**src/rtl/core_sfr_pkg.sv**
```systemverilog
// Package with offsets, field positions and reset values of the bank 0 register map.
package core_sfr_pkg;
    // --------------------
    // Register offsets within a bank.
    // --------------------
    localparam logic [6:0] OFS_INDIRECT = 7'h00;
    localparam logic [6:0] OFS_TIMER0 = 7'h01;
    localparam logic [6:0] OFS_PCLO = 7'h02;
    localparam logic [6:0] OFS_STATUS = 7'h03;
    localparam logic [6:0] OFS_POINTER = 7'h04;
    localparam logic [6:0] OFS_PTA = 7'h05;
    localparam logic [6:0] OFS_PTB = 7'h06;
    localparam logic [6:0] OFS_PTC = 7'h07;
    localparam logic [6:0] OFS_PCHOLD = 7'h0a;
    localparam logic [6:0] OFS_INTCTL = 7'h0b;
    localparam logic [6:0] OFS_PIRQ = 7'h0c;
    localparam logic [6:0] OFS_T1L = 7'h0e;
    localparam logic [6:0] OFS_T1H = 7'h0f;
    localparam logic [6:0] OFS_T1CTL = 7'h10;
    localparam logic [6:0] OFS_T2CNT = 7'h11;
    localparam logic [6:0] OFS_T2CTL = 7'h12;
    localparam logic [6:0] OFS_SPBUF = 7'h13;
    localparam logic [6:0] OFS_SPCTL = 7'h14;
    localparam logic [6:0] OFS_CCL = 7'h15;
    localparam logic [6:0] OFS_CCH = 7'h16;
    localparam logic [6:0] OFS_CCCTL = 7'h17;
    localparam logic [6:0] OFS_CONV = 7'h1e;
    localparam logic [6:0] OFS_ADCTL = 7'h1f;
    localparam logic [6:0] OFS_SPSTAT = 7'h14;
    // --------------------
    // Status field positions and masks of implemented bits.
    // --------------------
    localparam int STAT_BANK_HI = 6;
    localparam int STAT_BANK_LO = 5;
    localparam logic [7:0] MASK_PTA = 8'h3f;
    localparam logic [7:0] MASK_PCHOLD = 8'h1f;
    localparam logic [7:0] MASK_PIRQ = 8'h4f;
    localparam logic [7:0] MASK_T1CTL = 8'h3f;
    localparam logic [7:0] MASK_T2CTL = 8'h7f;
    localparam logic [7:0] MASK_CCCTL = 8'h3f;
    localparam logic [7:0] MASK_ADCTL = 8'hfd;
    localparam logic [7:0] MASK_SPSTAT = 8'h3f;
    // --------------------
    // Power-on values and bits kept on other resets (1 = kept).
    // --------------------
    localparam logic [7:0] POR_STATUS = 8'h18;
    localparam logic [7:0] KEEP_STATUS = 8'h1f;
    localparam logic [7:0] POR_INTCTL = 8'h00;
    localparam logic [7:0] KEEP_INTCTL = 8'h01;
    localparam logic [7:0] POR_ZERO = 8'h00;
    localparam logic [7:0] KEEP_ALL = 8'hff;
    localparam logic [7:0] KEEP_NONE = 8'h00;
    localparam logic [7:0] KEEP_PTA = 8'h10;
endpackage : core_sfr_pkg

```
**src/rtl/sfr_cell.sv**
```systemverilog
// One eight-bit register cell with masked write and two reset flavours.
`timescale 1ns/100ps
`default_nettype none
module sfr_cell #(
    parameter logic [7:0] MASK = 8'hff,
    parameter logic [7:0] POR_VAL = 8'h00,
    parameter logic [7:0] KEEP = 8'h00
) (
    input wire logic ref_clk_in,
    input wire logic resetn_in,
    input wire logic clk_en_in,
    input wire logic power_up_in,
    input wire logic other_reset_in,
    input wire logic wr_in,
    input wire logic [7:0] wdata_in,
    output logic [7:0] value_out
);
    logic [7:0] val_ff; // Stored contents.
    logic [7:0] nxt_val; // Next contents.
    // Next value: reset flavours first, then a write; absent bits stay zero.
    always_comb begin
        nxt_val = val_ff;
        if (power_up_in) begin
            nxt_val = POR_VAL & MASK;
        end else if (other_reset_in) begin
            nxt_val = ((val_ff & KEEP) | (POR_VAL & ~KEEP)) & MASK;
        end else if (wr_in) begin
            nxt_val = wdata_in & MASK;
        end
    end
    // Register the contents; asynchronous reset loads the power-on value.
    always_ff @(posedge ref_clk_in or negedge resetn_in) begin
        if (!resetn_in) begin
            val_ff <= POR_VAL & MASK;
        end else if (clk_en_in) begin
            val_ff <= nxt_val;
        end
    end
    assign value_out = val_ff;
endmodule // sfr_cell
`default_nettype wire

```
**src/rtl/core_sfr_bank0_map.sv**
```systemverilog
// Bank 0 special function register map with mirrored core registers.
//
// Summary of operation
// Indirect location accesses memory at pointer.
// Unimplemented locations and bits read zero.
// Core registers decode identically in both banks.
// No direct access to upper counter.
// Holding register loads counter bits twelve-eight.
// Pin and watchdog resets are non-power-up.
// Software keeps reserved bank bits clear.
// Serial status top two bits read zero.
// Registers stored as cells in data space.
// Bank bits choose bank zero or one.
// Power-up loads table value, others keep; here other resets keep only each cell's KEEP bits and clear the counter.
`timescale 1ns/100ps
`default_nettype none
module core_sfr_bank0_map (
    input wire logic ref_clk_in,
    input wire logic resetn_in,
    input wire logic clk_en_in,
    input wire logic brown_out_reset_in,
    input wire logic external_reset_pin_in,
    input wire logic watchdog_reset_in,
    input wire logic [6:0] addr_in,
    input wire logic rd_in,
    input wire logic wr_in,
    input wire logic [7:0] wdata_in,
    input wire logic [7:0] ram_rdata_in,
    input wire logic [7:0] periph_rdata_in,
    input wire logic pc_upper_load_in,
    input wire logic [7:0] pc_low_in,
    input wire logic pc_low_load_in,
    input wire logic [7:0] status_hw_in,
    input wire logic [7:0] status_hw_mask_in,
    input wire logic [7:0] intctl_hw_set_in,
    input wire logic [7:0] pirq_hw_set_in,
    input wire logic [7:0] port_a_pins_in,
    input wire logic [7:0] port_b_pins_in,
    input wire logic [7:0] port_c_pins_in,
    input wire logic [7:0] adc_in,
    input wire logic [7:0] spstat_in,
    output logic [7:0] rdata_out,
    output logic rd_valid_out,
    output logic [8:0] ram_addr_out,
    output logic ram_rd_out,
    output logic ram_wr_out,
    output logic [7:0] ram_wdata_out,
    output logic [7:0] pc_low_out,
    output logic [4:0] pc_upper_out,
    output logic [7:0] status_out,
    output logic [7:0] pointer_out,
    output logic [7:0] intctl_out,
    output logic [7:0] pirq_out,
    output logic [7:0] port_a_latch_out,
    output logic [7:0] port_b_latch_out,
    output logic [7:0] port_c_latch_out,
    output logic bank_out,
    output logic [6:0] periph_wr_addr_out,
    output logic periph_wr_out,
    output logic [7:0] periph_wdata_out
);
    import core_sfr_pkg::*;
    // --------------------
    // Reset classification.
    // --------------------
    logic power_up; // Brown-out reset behaves like power-on.
    logic other_reset; // Pin and watchdog resets keep many bits.
    assign power_up = brown_out_reset_in;
    assign other_reset = !brown_out_reset_in && (external_reset_pin_in || watchdog_reset_in);
    // --------------------
    // Address decode; core registers ignore the bank bit.
    // --------------------
    logic [6:0] ofs; // Offset inside the bank.
    logic bank1; // Access falls in bank 1 image.
    logic is_ind; // Indirect window selected.
    logic [6:0] eff_ofs; // Offset after indirect redirection.
    logic eff_bank1; // Bank after indirect redirection.
    logic [7:0] status_v; // Status register contents.
    logic [7:0] pointer_v; // Indirect pointer contents.
    assign ofs = addr_in;
    assign bank1 = status_v[STAT_BANK_LO];
    assign is_ind = (ofs == OFS_INDIRECT);
    assign eff_ofs = is_ind ? pointer_v[6:0] : ofs;
    assign eff_bank1 = is_ind ? pointer_v[7] : bank1;
    // Core registers are mirrored: decode independent of bank.
    function automatic logic is_core(input logic [6:0] o);
        is_core = (o == OFS_PCLO) || (o == OFS_STATUS) || (o == OFS_POINTER) ||
                  (o == OFS_PCHOLD) || (o == OFS_INTCTL);
    endfunction
    logic hit_b0; // Access reaches a bank 0 register.
    logic indirect_self; // Pointer aims back at the window itself.
    assign indirect_self = is_ind && (pointer_v[6:0] == OFS_INDIRECT);
    assign hit_b0 = is_core(eff_ofs) || !eff_bank1;
    logic wr_eff; // Write not blocked by self-reference.
    assign wr_eff = wr_in && !indirect_self;
    logic wr_lo, wr_stat, wr_ptr, wr_hold, wr_int, wr_pirq, wr_pa, wr_pb, wr_pc;
    assign wr_lo = wr_eff && eff_ofs == OFS_PCLO;
    assign wr_stat = wr_eff && eff_ofs == OFS_STATUS;
    assign wr_ptr = wr_eff && eff_ofs == OFS_POINTER;
    assign wr_hold = wr_eff && eff_ofs == OFS_PCHOLD;
    assign wr_int = wr_eff && eff_ofs == OFS_INTCTL;
    assign wr_pirq = wr_eff && !eff_bank1 && eff_ofs == OFS_PIRQ;
    assign wr_pa = wr_eff && !eff_bank1 && eff_ofs == OFS_PTA;
    assign wr_pb = wr_eff && !eff_bank1 && eff_ofs == OFS_PTB;
    assign wr_pc = wr_eff && !eff_bank1 && eff_ofs == OFS_PTC;
    // --------------------
    // Register cells held as flip-flops in the data space.
    // --------------------
    logic [7:0] hold_v, int_v, pirq_v, pa_v, pb_v, pc_v; // Cell contents.
    logic [7:0] stat_wdata; // Status write merged with hardware flags.
    logic stat_we; // Status cell update.
    logic [7:0] int_wdata, pirq_wdata; // Flag merges: hardware set beats clear.
    logic int_we, pirq_we; // Flag cell update.
    // Status: software writes the bank bits and flags; hardware owns masked bits.
    always_comb begin
        stat_wdata = wr_stat ? wdata_in : status_v;
        stat_wdata = (stat_wdata & ~status_hw_mask_in) | (status_hw_in & status_hw_mask_in);
        stat_we = wr_stat || (status_hw_mask_in != 8'h00);
        int_wdata = (wr_int ? wdata_in : int_v) | intctl_hw_set_in;
        int_we = wr_int || (intctl_hw_set_in != 8'h00);
        pirq_wdata = (wr_pirq ? wdata_in : pirq_v) | pirq_hw_set_in;
        pirq_we = wr_pirq || (pirq_hw_set_in != 8'h00);
    end
    sfr_cell #(.MASK(KEEP_ALL), .POR_VAL(POR_STATUS), .KEEP(KEEP_STATUS)) u_status (
        .ref_clk_in, .resetn_in, .clk_en_in,
        .power_up_in(power_up), .other_reset_in(other_reset), .wr_in(stat_we),
        .wdata_in(stat_wdata), .value_out(status_v));
    sfr_cell #(.MASK(KEEP_ALL), .POR_VAL(POR_ZERO), .KEEP(KEEP_ALL)) u_pointer (
        .ref_clk_in, .resetn_in, .clk_en_in,
        .power_up_in(power_up), .other_reset_in(other_reset), .wr_in(wr_ptr),
        .wdata_in, .value_out(pointer_v));
    sfr_cell #(.MASK(MASK_PCHOLD), .POR_VAL(POR_ZERO), .KEEP(KEEP_NONE)) u_hold (
        .ref_clk_in, .resetn_in, .clk_en_in,
        .power_up_in(power_up), .other_reset_in(other_reset), .wr_in(wr_hold),
        .wdata_in, .value_out(hold_v));
    sfr_cell #(.MASK(KEEP_ALL), .POR_VAL(POR_INTCTL), .KEEP(KEEP_INTCTL)) u_intctl (
        .ref_clk_in, .resetn_in, .clk_en_in,
        .power_up_in(power_up), .other_reset_in(other_reset), .wr_in(int_we),
        .wdata_in(int_wdata), .value_out(int_v));
    sfr_cell #(.MASK(MASK_PIRQ), .POR_VAL(POR_ZERO), .KEEP(KEEP_NONE)) u_pirq (
        .ref_clk_in, .resetn_in, .clk_en_in,
        .power_up_in(power_up), .other_reset_in(other_reset), .wr_in(pirq_we),
        .wdata_in(pirq_wdata), .value_out(pirq_v));
    sfr_cell #(.MASK(MASK_PTA), .POR_VAL(POR_ZERO), .KEEP(KEEP_PTA)) u_pta (
        .ref_clk_in, .resetn_in, .clk_en_in,
        .power_up_in(power_up), .other_reset_in(other_reset), .wr_in(wr_pa),
        .wdata_in, .value_out(pa_v));
    sfr_cell #(.MASK(KEEP_ALL), .POR_VAL(POR_ZERO), .KEEP(KEEP_ALL)) u_ptb (
        .ref_clk_in, .resetn_in, .clk_en_in,
        .power_up_in(power_up), .other_reset_in(other_reset), .wr_in(wr_pb),
        .wdata_in, .value_out(pb_v));
    sfr_cell #(.MASK(KEEP_ALL), .POR_VAL(POR_ZERO), .KEEP(KEEP_ALL)) u_ptc (
        .ref_clk_in, .resetn_in, .clk_en_in,
        .power_up_in(power_up), .other_reset_in(other_reset), .wr_in(wr_pc),
        .wdata_in, .value_out(pc_v));
    // --------------------
    // Program counter: low byte writable, upper part only via holding.
    // --------------------
    logic [7:0] lo_ff, nxt_lo; // Counter low byte.
    logic [4:0] pcu_ff, nxt_pcu; // Counter bits twelve to eight.
    // Counter update: a low-byte write also pulls the holding value up.
    always_comb begin
        nxt_lo = lo_ff;
        nxt_pcu = pcu_ff;
        if (power_up || other_reset) begin
            nxt_lo = 8'h00;
            nxt_pcu = 5'h00;
        end else if (wr_lo) begin
            nxt_lo = wdata_in;
            nxt_pcu = hold_v[4:0];
        end else begin
            if (pc_low_load_in) begin
                nxt_lo = pc_low_in;
            end
            if (pc_upper_load_in) begin
                nxt_pcu = hold_v[4:0];
            end
        end
    end
    // Register the counter state.
    always_ff @(posedge ref_clk_in or negedge resetn_in) begin
        if (!resetn_in) begin
            lo_ff <= 8'h00;
            pcu_ff <= 5'h00;
        end else if (clk_en_in) begin
            lo_ff <= nxt_lo;
            pcu_ff <= nxt_pcu;
        end
    end
    // --------------------
    // Read multiplexer; unmapped offsets and absent bits give zero.
    // --------------------
    logic [7:0] rmux; // Selected read value.
    logic ram_sel; // Access falls on general purpose memory.
    logic periph_sel; // Access falls on a peripheral register.
    always_comb begin
        rmux = 8'h00;
        ram_sel = 1'b0;
        periph_sel = 1'b0;
        if (indirect_self) begin
            rmux = 8'h00;
        end else if (eff_ofs >= 7'h20) begin
            ram_sel = 1'b1;
            rmux = ram_rdata_in;
        end else if (hit_b0) begin
            case (eff_ofs)
                OFS_PCLO: rmux = lo_ff;
                OFS_STATUS: rmux = status_v;
                OFS_POINTER: rmux = pointer_v;
                OFS_PTA: rmux = port_a_pins_in & MASK_PTA;
                OFS_PTB: rmux = port_b_pins_in;
                OFS_PTC: rmux = port_c_pins_in;
                OFS_PCHOLD: rmux = hold_v & MASK_PCHOLD;
                OFS_INTCTL: rmux = int_v;
                OFS_PIRQ: rmux = pirq_v & MASK_PIRQ;
                OFS_CONV: rmux = adc_in;
                OFS_TIMER0, OFS_T1L, OFS_T1H, OFS_T2CNT, OFS_SPBUF, OFS_SPCTL,
                OFS_CCL, OFS_CCH: begin
                    periph_sel = 1'b1;
                    rmux = periph_rdata_in;
                end
                OFS_T1CTL: begin
                    periph_sel = 1'b1;
                    rmux = periph_rdata_in & MASK_T1CTL;
                end
                OFS_T2CTL: begin
                    periph_sel = 1'b1;
                    rmux = periph_rdata_in & MASK_T2CTL;
                end
                OFS_CCCTL: begin
                    periph_sel = 1'b1;
                    rmux = periph_rdata_in & MASK_CCCTL;
                end
                OFS_ADCTL: begin
                    periph_sel = 1'b1;
                    rmux = periph_rdata_in & MASK_ADCTL;
                end
                default: rmux = 8'h00;
            endcase
        end else if (eff_ofs == OFS_SPSTAT) begin
            rmux = spstat_in & MASK_SPSTAT;
        end else begin
            periph_sel = 1'b1;
            rmux = periph_rdata_in;
        end
    end
    // --------------------
    // Output stage; every output comes from a flip-flop.
    // --------------------
    logic [7:0] rdata_ff;
    logic rdv_ff, ramrd_ff, ramwr_ff, pwr_ff;
    logic [8:0] raddr_ff;
    logic [7:0] wd_ff;
    logic [6:0] paddr_ff;
    logic [7:0] stat_o_ff, ptr_o_ff, int_o_ff, pirq_o_ff, pa_o_ff, pb_o_ff, pc_o_ff;
    // Register bus answers, memory strobes and register images.
    always_ff @(posedge ref_clk_in or negedge resetn_in) begin
        if (!resetn_in) begin
            rdata_ff <= 8'h00;
            rdv_ff <= 1'b0;
            ramrd_ff <= 1'b0;
            ramwr_ff <= 1'b0;
            pwr_ff <= 1'b0;
            raddr_ff <= 9'h000;
            wd_ff <= 8'h00;
            paddr_ff <= 7'h00;
            stat_o_ff <= 8'h00;
            ptr_o_ff <= 8'h00;
            int_o_ff <= 8'h00;
            pirq_o_ff <= 8'h00;
            pa_o_ff <= 8'h00;
            pb_o_ff <= 8'h00;
            pc_o_ff <= 8'h00;
        end else if (clk_en_in) begin
            rdata_ff <= rd_in ? rmux : 8'h00;
            rdv_ff <= rd_in;
            ramrd_ff <= rd_in && ram_sel;
            ramwr_ff <= wr_eff && ram_sel;
            pwr_ff <= wr_eff && periph_sel;
            raddr_ff <= {1'b0, eff_bank1, eff_ofs};
            wd_ff <= wdata_in;
            paddr_ff <= eff_ofs;
            stat_o_ff <= status_v;
            ptr_o_ff <= pointer_v;
            int_o_ff <= int_v;
            pirq_o_ff <= pirq_v;
            pa_o_ff <= pa_v;
            pb_o_ff <= pb_v;
            pc_o_ff <= pc_v;
        end
    end
    assign rdata_out = rdata_ff;
    assign rd_valid_out = rdv_ff;
    assign ram_addr_out = raddr_ff;
    assign ram_rd_out = ramrd_ff;
    assign ram_wr_out = ramwr_ff;
    assign ram_wdata_out = wd_ff;
    assign pc_low_out = lo_ff;
    assign pc_upper_out = pcu_ff;
    assign status_out = stat_o_ff;
    assign pointer_out = ptr_o_ff;
    assign intctl_out = int_o_ff;
    assign pirq_out = pirq_o_ff;
    assign port_a_latch_out = pa_o_ff;
    assign port_b_latch_out = pb_o_ff;
    assign port_c_latch_out = pc_o_ff;
    assign bank_out = stat_o_ff[STAT_BANK_LO];
    assign periph_wr_addr_out = paddr_ff;
    assign periph_wr_out = pwr_ff;
    assign periph_wdata_out = wd_ff;
endmodule // core_sfr_bank0_map
`default_nettype wire

```
**config.mk**
```make
export PLATFORM = sky130hd
export DESIGN_NAME = core_sfr_bank0_map
export DESIGN_NICKNAME = d
export VERILOG_FILES = /design/src/rtl/core_sfr_pkg.sv /design/src/rtl/sfr_cell.sv /design/src/rtl/core_sfr_bank0_map.sv
export SDC_FILE = /design/constraint.sdc
export NUM_CORES = 1
export LEC_CHECK = 0
export ABC_AREA = 1
export BUFFER_PORTS_ARGS = -buffer_cell sky130_fd_sc_hd__buf_2
export CAP_MARGIN = 20
export CORE_MARGIN = 2
export CORE_UTILIZATION = 55
export CTS_CLUSTER_SIZE = 40
export DETAILED_ROUTE_END_ITERATION = 10
export PLACE_DENSITY = 0.85
export SYNTH_ARGS = -nofsm -noshare
export SYNTH_HDL_FRONTEND = slang
export SYNTH_SLANG_ARGS = --single-unit
```
**constraint.sdc**
```tcl
create_clock -name ref_clk_in -period 6.4 [get_ports ref_clk_in]
set_clock_uncertainty 0.15 [all_clocks]
set_input_delay 0.32 -clock ref_clk_in [delete_from_list [all_inputs] [get_ports ref_clk_in]]
set_output_delay 0.32 -clock ref_clk_in [all_outputs]
set_load 0.1 [all_outputs]
```
==> results.py, run 1 <==
metrics = {
    "global_routing": {
        "grt_max_degree": 121,
        "groute.usage.overall_pct": 33.32,
        "antenna_found_initial": 0,
        "grt_overflow": 0,
        "grt_pass1_wl_mm": 37.71,
        "grt_pass1_vias": 7243,
    },
    "die": {
        "die_w_microns": 122.8,
        "die_y_microns": 122.8,
        "core-area_sq_um": 13830,
        "dieArea_sq_um": 15070,
        "start_util_pct": 56.11,
        "ios": 235,
        "rows": 43,
    },
    "cells_and_area": {
        "fill_cells": 1158,
        "finalInstanceArea_sq_um": 9464,
        "layout_common_cells": "nand2_1, buf_2, dfrtp_1",
        "final_common_cell": "nand2_1",
        "final_nets": 1342,
        "drive_gt1_share_pct": 25.61,
        "synthToLayoutAreaGrowth_pct": 21.98,
        "stdcell_count": 1415,
    },
    "drt": {
        "route.final.wire_length_mm": 24.50,
        "drc": 0,
        "final_antenna_net_count": 0,
        "routedWlPerCell_microns": 17.31,
        "drt-vias-per-instance": 5.531,
        "drt_iter0_drc": 1015,
        "firstDrtPassIters": 6,
        "via_count": 7826,
    },
    "clock_network": {
        "clock-sinks": 148,
        "cts_buffer_depth": 2,
        "cts-htree-levels": 4,
        "cts_buffers": 17,
        "clkLatencyLatePin_ns": 0.43,
        "postCtsSetupRepairBufs": 0,
        "clk_root_buffer_cell": "clkbuf_16",
        "cts_tree": "built",
        "clkTransAtPathRegs_ns": 0.06,
    },
    "placed_design": {
        "numPortBuffers": 224,
        "pre_cts_ws_ns": 3.018,
        "dpl_cell_area_sq_um": 8830,
        "place_inst": 1379,
        "hpwl_mm": 17.69,
        "gp_congestion": 0.9976,
    },
    "yosys": {
        "synth_cells": 1021,
        "yosysSeqAreaShare_pct": 47.77,
        "ys_seq_elements": 148,
        "synth_cell_types": 41,
        "yosys_warnings": 0,
        "synthArstFlopShare_pct": 100.0,
        "netlist_area_sq_um": 7759,
        "syn_avg_cell_area_sq_um": 7.599,
        "synth_edf_count": 0,
        "yosys_most_used_dff": "dfrtp_1",
    },
    "timing": {
        "finalCritPeriodShare_pct": 46.85,
        "max_freq_ghz": 0.3335,
        "rsz0062_at_grt": "false",
        "finalSetupViolCount": 0,
        "finalHoldViolCount": 0,
        "setup_tns_ns": 0,
        "tightest_slew_ns": 0.9781,
        "min_period_ns": 2.998,
        "setup_slack_ns": 3.402,
        "slew_headroom_pct": 34.79,
        "drv_slew": 0,
    },
    "critical_path": {
        "critical-path-slowest-cell": "nor2_4",
        "cp.arrival_ns": 3.19,
        "cp-end-kind": "flop",
        "crit_fanout": 31,
        "critPathTopFamily": "simple AND/OR/NAND/NOR gates",
        "worstPathCellList": "a21oi_1, nand2_4, nor2_4, nand2_2, inv_2, nand2_4, a21oi_4, nand2_2, o22ai_1",
        "start_kind": "flop",
        "critPathKind": "flop to flop",
        "r2r_slack_ns": 3.40,
        "required_ns": 6.59,
        "slowest_delay_ns": 0.63,
        "worst-path-buf-inv": 1,
    },
    "run": {
        "maxCapViolations": 0,
    },
    "power_and_ir_drop": {
        "peakVddDrop_v": 0.0002039,
        "p_per_area_nw_per_um2": 306.8,
        "power_leakage_uw": 0.005053,
        "power.total_uw": 2904,
    },
    "run_status": {
        "status": "finished, final reports clean",
    },
    "min_path": {
        "hold_path.class": "input pin to flop",
    },
}
## layout make-up
cell class | instances | area (sq um) | area share, %
Timing Repair Buffer | 230 | 1197 | 12.65
Tap cell | 180 | 225.2 | 2.380
Inverter | 118 | 445.4 | 4.707
Sequential cell | 148 | 3706 | 39.16
Multi-Input combinational cell | 706 | 3303 | 34.90
Clock inverter | 7 | 68.82 | 0.7271
Clock buffer | 25 | 515.5 | 5.447
Antenna cell | 1 | 2.502 | 0.02644
## layer usage
metal | track usage (%) | vias up | wire, microns
li1 | - | 3655 | -
met1 | 44.75 | 3625 | 9876
met2 | 52.66 | 472 | 11660
met3 | 6.506 | 74 | 2158
met4 | 14.58 | 0 | 806
met5 | 0 | - | 0
## synthesized netlist by cell type, types with 2 or more instances
cell type	instances	area, sq um
nor4_1	4	25.02
dfstp_2	2	52.55
a21oi_2	3	26.28
o21ai_1	8	40.04
o21ai_0	91	455.4
nor2_1	94	352.8
a31oi_1	2	12.51
buf_2	5	25.02
o22ai_1	25	156.4
nand2_1	305	1145
or4_1	2	15.01
o21bai_1	5	37.54
o211ai_1	5	37.54
buf_6	2	22.52
buf_4	27	202.7
buf_1	2	7.510
inv_1	109	409.1
nand4_1	5	31.28
nand2_4	2	22.52
nand3_1	59	295.3
dfrtp_1	146	3654
clkbuf_1	18	67.56
nor2_2	8	50.05
nand2_2	15	93.84
nor2_4	4	45.04
a21oi_4	6	97.59
a21oi_1	45	225.2
inv_2	9	33.78
## per-stage QoR
stage	utilization, %	hold WS [ns]
floorplan	-	-0.1256
global placement	63.86	0.2108
detailed placement	63.86	0.2174
CTS	68.23	0.02089
global route	68.43	0.03506
finish	68.45	0.02174
## path summary, 6_finish.rpt
| path | start | end | cells past startpoint |
|---|---|---|---|
| hold / removal | intctl_hw_set_in[6] | u_intctl.value_out[6]$_DFFE_PN0P_ | 3 |
| setup / recovery | u_pointer.value_out[6]$_DFFE_PN0P_ | pc_low_out[3]$_DFFE_PN0P_ | 9 |
| max in group asynchronous | resetn_in | intctl_out[6]$_DFFE_PN0P_ | 3 |
| min in group asynchronous | resetn_in | periph_wdata_out[6]$_DFFE_PN0P_ | 2 |
| setup reg to reg | u_pointer.value_out[6]$_DFFE_PN0P_ | pc_low_out[3]$_DFFE_PN0P_ | 9 |
| hold reg to reg | port_a_latch_out[3]$_DFFE_PN0P_ | port_a_latch_out[3]$_DFFE_PN0P_ | 2 |
## logic make-up after synthesis
| logic type | Yosys count | synth area share (%) |
|---|---|---|
| AO/OA/AOI/OAI | 197 | 14.90 |
| buffers and inverters | 172 | 9.901 |
| flip-flops | 148 | 47.77 |
| other | 1 | 0.04833 |
| AND/OR/NAND/NOR | 503 | 27.38 |
## timing repair
| item | CTS | global route |
|---|---|---|
| resized for setup | 0 | 0 |
| hold endpoints to repair | 69 | 0 |
| hold buffers | 2 | 0 |
## report_power, final
group / internal, uW / total (uW) / switching [uW] / leakage (uW)
sequential: 1030 / 1080 / 56.9 / 0.00193
clock: 596 / 989 / 393 / 0.000286
combinational: 134 / 833 / 699 / 0.00284
total: 1760 / 2900 / 1150 / 0.00505
## tightest hold or removal path: cells and delay by family
family / cells / cell delay (ns)
AOI/OAI and AO/OA: 2 / 0.14
buffers and inverters: 1 / 0.09
Note: power is estimated with default switching activity, not from simulation.
==> run 2, diff against run 1 <==
Settings changed: ABC_AREA 1 to 0, CORE_UTILIZATION 55 to 47, PLACE_DENSITY 0.85 to 0.77.
Clock period 6.4 ns to 2.45 ns, I/O delays scaled along.
==> results.py, run 2 <==
metrics = {
    "yosys": {
        "synth_cell_types": 85,
        "synth-simple-area-share_pct": 11.86,
        "synth_top_family_by_area": "compound AO/OA/AOI/OAI gates",
        "synth-xor-area-share_pct": 0,
        "synth_cells": 715,
        "ys_seq_elements": 148,
        "synthArstFlopShare_pct": 100.0,
        "yosysSeqAreaShare_pct": 46.82,
        "synth_compound_area_share_pct": 20.91,
        "netlist_area_sq_um": 7915,
        "yosys_warnings": 0,
        "synth.area.top_cells": "dfrtp_1, mux2_2, nand2_1, mux2i_1, a21oi_1",
        "synth_common_cells": "dfrtp_1, mux2_2, nand2_1",
        "synth_top_cell_area_share_pct": 46.16,
        "yosysMostFrequentCell": "dfrtp_1",
        "yosys_most_used_dff": "dfrtp_1",
        "synth.area.mux_share_pct": 14.70,
        "synth_edf_count": 0,
        "yosys.area.top_type": "dfrtp_1",
        "synth_adder_area_share_pct": 0,
        "syn_avg_cell_area_sq_um": 11.07,
    },
    "clock_network": {
        "cts_buffer_depth": 2,
        "clkTransAtPathRegs_ns": 0.07,
        "clk_root_buffer_cell": "clkbuf_16",
        "clock-sinks": 148,
        "cts_tree": "built",
        "cts-htree-levels": 4,
        "cts_buffers": 17,
        "clkLatencyLatePin_ns": 0.43,
    },
    "run": {
        "maxCapViolations": 0,
    },
    "drt": {
        "routedWlPerCell_microns": 22.42,
        "drc": 0,
        "drt-vias-per-instance": 5.978,
        "route.final.wire_length_mm": 30.38,
        "drt_iter0_drc": 975,
        "firstDrtPassIters": 5,
        "via_count": 8100,
        "final_antenna_net_count": 0,
    },
    "global_routing": {
        "groute.usage.overall_pct": 32.85,
        "grt_max_degree": 70,
        "grt_overflow": 0,
        "grt_pass1_vias": 8005,
        "grt_pass1_wl_mm": 44.60,
        "antenna_found_initial": 2,
    },
    "placed_design": {
        "gp_congestion": 1.001,
        "dpl_cell_area_sq_um": 9947,
        "hpwl_mm": 19.88,
        "numPortBuffers": 224,
    },
    "die": {
        "core-area_sq_um": 16520,
        "rows": 47,
        "ios": 235,
        "dieArea_sq_um": 17890,
        "die_w_microns": 133.8,
        "die_y_microns": 133.8,
        "start_util_pct": 47.90,
    },
    "critical_path": {
        "critPathKind": "flop to flop",
        "crit_end": "u_status.value_out[3]$_DFFE_PN1P_",
        "r2r_start": "u_pointer.value_out[5]$_DFFE_PN0P_",
        "timing.rr.end": "u_status.value_out[3]$_DFFE_PN1P_",
        "critPathTopFamily": "simple AND/OR/NAND/NOR gates",
        "start_kind": "flop",
        "crit_path_start": "u_pointer.value_out[5]$_DFFE_PN0P_",
        "required_ns": 2.65,
        "crit_fanout": 5,
        "slowest_delay_ns": 0.50,
        "critical-path-slowest-cell": "or4b_4",
        "cp.depth": 9,
        "reg2regPathDepth": 9,
        "r2r_slack_ns": -0.08,
        "cp-end-kind": "flop",
        "worst-path-buf-inv": 1,
        "worstPathCellList": "nor3_4, or4b_4, a21oi_4, buf_12, nand2_8, a311oi_2, o21ai_2, nor2b_1, a21oi_2",
        "cp.arrival_ns": 2.73,
    },
    "timing": {
        "drv_slew": 0,
        "finalSetupViolCount": 15,
        "min_period_ns": 2.530,
        "timing.hold.ws_ns": -0.001278,
        "setup_slack_ns": -0.07988,
        "rsz0062_at_grt": "true",
        "finalCritPeriodShare_pct": 103.3,
        "setup_tns_ns": -0.4357,
        "max_freq_ghz": 0.3953,
        "tightest_slew_ns": 0.6991,
        "finalHoldViolCount": 2,
        "slew_headroom_pct": 53.40,
    },
    "cells_and_area": {
        "final_nets": 1240,
        "multi_input_area_sq_um": 4234,
        "layout_common_cells": "buf_2, dfrtp_1, buf_4",
        "synthToLayoutAreaGrowth_pct": 50.55,
        "drive_gt1_share_pct": 50.71,
        "seqCellArea_sq_um": 3711,
        "final_common_cell": "buf_2",
        "finalInstanceArea_sq_um": 11920,
        "fill_cells": 1141,
    },
    "power_and_ir_drop": {
        "p_per_area_nw_per_um2": 687.6,
        "peakVddDrop_v": 0.0005289,
        "power_leakage_uw": 0.005613,
    },
    "run_status": {
        "status": "complete, but fails checks",
        "violations": "hold timing, setup timing",
    },
    "min_path": {
        "hold_path.class": "input pin to flop",
        "min_from": "periph_rdata_in[2]",
        "hold_path_depth": 4,
    },
}
## run 2: cell count changes after synthesis, sizes merged, moves of 16 or more
| cell | before | now |
|---|---|---|
| a22o | 0 | 22 |
| a22oi | 1 | 17 |
| inv | 118 | 10 |
| mux2 | 0 | 82 |
| mux2i | 0 | 24 |
| nand2 | 322 | 68 |
| nand3 | 61 | 11 |
| nor2 | 106 | 31 |
| o21ai | 100 | 44 |
| o22ai | 26 | 4 |
## run 2: worst register-to-register path: stages, from the launching register on
cell      delay [ns]
dfrtp_1         0.43
nor3_4          0.22
or4b_4          0.50
a21oi_4         0.19
buf_12          0.16
nand2_8         0.07
a311oi_2        0.26
o21ai_2         0.15
nor2b_1         0.19
a21oi_2         0.15
## run 2: cell type report
cell class	count	share of cell area (%)
Clock buffer	18	3.685
Antenna cell	3	0.06300
Sequential cell	148	31.14
Multi-Input combinational cell	506	35.53
Tap cell	220	2.310
Clock inverter	14	1.480
Inverter	11	0.3465
Timing Repair Buffer	435	25.44
## run 2: power breakdown
group          switching [uW]  total, uW  internal, uW
Sequential                167       2820          2660
Combinational            1930       2620           696
Clock                    1110       2750          1640
## run 2: how the worst min path moves through the flow
stage,to
finish,rdata_out[2]$_DFFE_PN0P_
detailed placement,pointer_out[6]$_DFFE_PN0P_
floorplan,intctl_out[0]$_DFFE_PN0P_
CTS,rdata_out[0]$_DFFE_PN0P_
global route,rdata_out[2]$_DFFE_PN0P_
global placement,pointer_out[6]$_DFFE_PN0P_
## run 2: per-layer routing
layer	GRT usage, %	vias up	share of wire [%]
li1	-	3498	-
met1	41.30	3909	39
met2	53.19	544	47
met3	6.954	149	8.3
met4	17.91	0	5.5
met5	0	-	0
## run 2: kinds of logic (layout without fill, tap and decap cells)
family,count (synthesis),in the layout
other,1,9
buffers and inverters,67,478
AOI/OAI and AO/OA,221,221
DFF,148,148
and+or+nand+nor,172,173
muxes,106,106
## run 2: what timing repair did
| action | CTS | global route |
|---|---|---|
| hold buffers | 74 | 0 |
| gates resized for setup | 13 | 91 |
| cloned | 0 | 2 |
| buffers inserted | 10 | 9 |
| endpoints found under the setup margin | 43 | 53 |
| pin swaps | 3 | 46 |
| endpoints found under the hold margin | 127 | 0 |
## run 2: stage by stage
stage                     cells  power (uW)  setup slack (ns)  utilization, %
after floorplan             720        4594          0.001229               -
after global placement     1228        5213           -0.1767           60.20
after detailed placement   1228        5233           -0.1728           60.20
after CTS                  1344        8072         -0.003967           69.21
after global routing       1353        8428           -0.1555           72.08
final                      1355        8193          -0.07988           72.11
==> run 3, diff against run 2 <==
Settings changed: ABC_AREA 0 to 1, GPL_TIMING_DRIVEN from default to 0.
==> results.py, run 3 (synthesized netlist as in run 1, its figures left out) <==
metrics = {
    "cells_and_area": {
        "finalInstanceArea_sq_um": 10660,
        "final_nets": 1471,
        "fill_cells": 1401,
        "drive_gt1_share_pct": 26.78,
        "final_util_pct": 66.60,
        "final_common_cell": "nand2_1",
        "layout_common_cells": "nand2_1, buf_2, dfrtp_1",
        "synthToLayoutAreaGrowth_pct": 37.35,
    },
    "clock_network": {
        "clkLatencyLatePin_ns": 0.43,
        "cts-htree-levels": 4,
        "clk_root_buffer_cell": "clkbuf_16",
        "clkTransAtPathRegs_ns": 0.06,
        "clock-sinks": 148,
        "cts_tree": "built",
        "cts_buffers": 17,
        "cts_buffer_depth": 2,
    },
    "drt": {
        "firstDrtPassIters": 8,
        "via_count": 8395,
        "drt_iter0_drc": 940,
        "route.final.wire_length_mm": 28.53,
        "routedWlPerCell_microns": 18.06,
        "final_antenna_net_count": 0,
        "drc": 0,
        "drt-vias-per-instance": 5.313,
    },
    "die": {
        "rows": 46,
        "start_util_pct": 48.49,
        "die_w_microns": 132.5,
        "ios": 235,
        "die_y_microns": 132.5,
        "dieArea_sq_um": 17550,
        "core-area_sq_um": 16000,
    },
    "global_routing": {
        "antenna_found_initial": 1,
        "groute.usage.overall_pct": 32.58,
        "grt_max_degree": 87,
        "grt_pass1_vias": 8070,
        "grt_pass1_wl_mm": 43.76,
        "grt_overflow": 0,
    },
    "timing": {
        "min_period_ns": 2.348,
        "slew_headroom_pct": 44.40,
        "finalHoldViolCount": 0,
        "finalCritPeriodShare_pct": 95.82,
        "drv_slew": 0,
        "tightest_slew_ns": 0.8310,
        "setup_tns_ns": 0,
        "finalSetupViolCount": 0,
        "max_freq_ghz": 0.4260,
    },
    "critical_path": {
        "r2r_slack_ns": 0.10,
        "crit_end": "u_pta.value_out[0]$_DFFE_PN0P_",
        "cp.arrival_ns": 2.57,
        "reg2regPathDepth": 12,
        "r2r_start": "u_pointer.value_out[2]$_DFFE_PN0P_",
        "cp-end-kind": "flop",
        "timing.rr.end": "u_pta.value_out[0]$_DFFE_PN0P_",
        "critPathKind": "flop to flop",
        "start_kind": "flop",
        "crit_path_start": "u_pointer.value_out[2]$_DFFE_PN0P_",
        "required_ns": 2.67,
        "crit_fanout": 7,
    },
    "power_and_ir_drop": {
        "power_leakage_uw": 0.005572,
        "peakVddDrop_v": 0.0005406,
        "p_per_area_nw_per_um2": 744.9,
    },
    "run_status": {
        "status": "finished, final reports clean",
    },
    "placed_design": {
        "numPortBuffers": 223,
        "dpl_cell_area_sq_um": 9198,
        "gp_congestion": 0.9439,
        "hpwl_mm": 20.52,
    },
    "min_path": {
        "hold_path.class": "input pin to flop",
    },
    "run": {
        "maxCapViolations": 0,
    },
}
==> run 3: layer usage <==
metal	GRT usage, %	vias up	wire length, microns
li1	-	3914	-
met1	43.12	3932	11510
met2	52.45	471	13530
met3	6.360	78	2436
met4	14.10	0	1056
met5	0	-	0
==> run 3: worst min path at each step <==
stage                       from                        end  slack (ns)  depth (start not counted)
floorplan              resetn_in  intctl_out[0]$_DFFE_PN0P_       -0.32                          0
finish              spstat_in[2]   rdata_out[2]$_DFFE_PN0P_      0.0001                          7
detailed placement     resetn_in  intctl_out[2]$_DFFE_PN0P_      -0.002                          1
global placement           rd_in   rd_valid_out$_DFFE_PN0P_        0.21                          3
CTS                 spstat_in[2]   rdata_out[2]$_DFFE_PN0P_      0.0009                          7
global route        spstat_in[2]   rdata_out[2]$_DFFE_PN0P_        0.04                          7
==> run 3: what timing repair did <==
action	in CTS	in global routing
gates resized for setup	0	15
setup endpoints to repair	15	63
hold endpoints to repair	111	0
pin swaps	1	5
hold buffers	71	0
setup buffers	1	9
==> run 3: worst max-delay path, stage by stage (launching register included) <==
cell	delay (ns)
dfrtp_1	0.43
inv_1	0.11
nand2_1	0.09
nand2_2	0.10
nor2_2	0.21
nand2_1	0.10
nor2_2	0.32
nand2_1	0.22
nand2_1	0.11
nand2_1	0.14
inv_1	0.17
nand2_1	0.07
nand2_1	0.06
==> run 3: per-stage QoR <==
stage | setup slack, ns | hold WS [ns] | std cells | power [uW]
after floorplan | 0.4391 | -0.3231 | 1026 | 4549
after global placement | -1.027 | 0.2082 | 1465 | 5074
after detailed placement | -0.3298 | -0.002220 | 1466 | 5103
after CTS | 0.04417 | 0.0008631 | 1570 | 7893
after global routing | -0.01834 | 0.04246 | 1580 | 8184
final | 0.1024 | 0.0001357 | 1580 | 7938
==> run 3: area by class of cell <==
type / count / area, sq um / area share, %
repair buffers: 305 / 1948 / 18.28
diodes: 1 / 2.502 / 0.02348
plain buffers: 54 / 331.6 / 3.111
inverters: 118 / 442.9 / 4.156
clock inverters: 13 / 170.2 / 1.597
clock buffers: 19 / 442.9 / 4.156
multi-input cells: 706 / 3341 / 31.35
well taps: 216 / 270.3 / 2.536
flip-flops and latches: 148 / 3707 / 34.79
==> run 3: power by group <==
group | internal, uW | switching [uW] | leakage [uW]
logic | 475 | 1890 | 0.00336
clock network | 1640 | 1090 | 0.000285
registers | 2680 | 159 | 0.00193
total | 4790 | 3140 | 0.00557
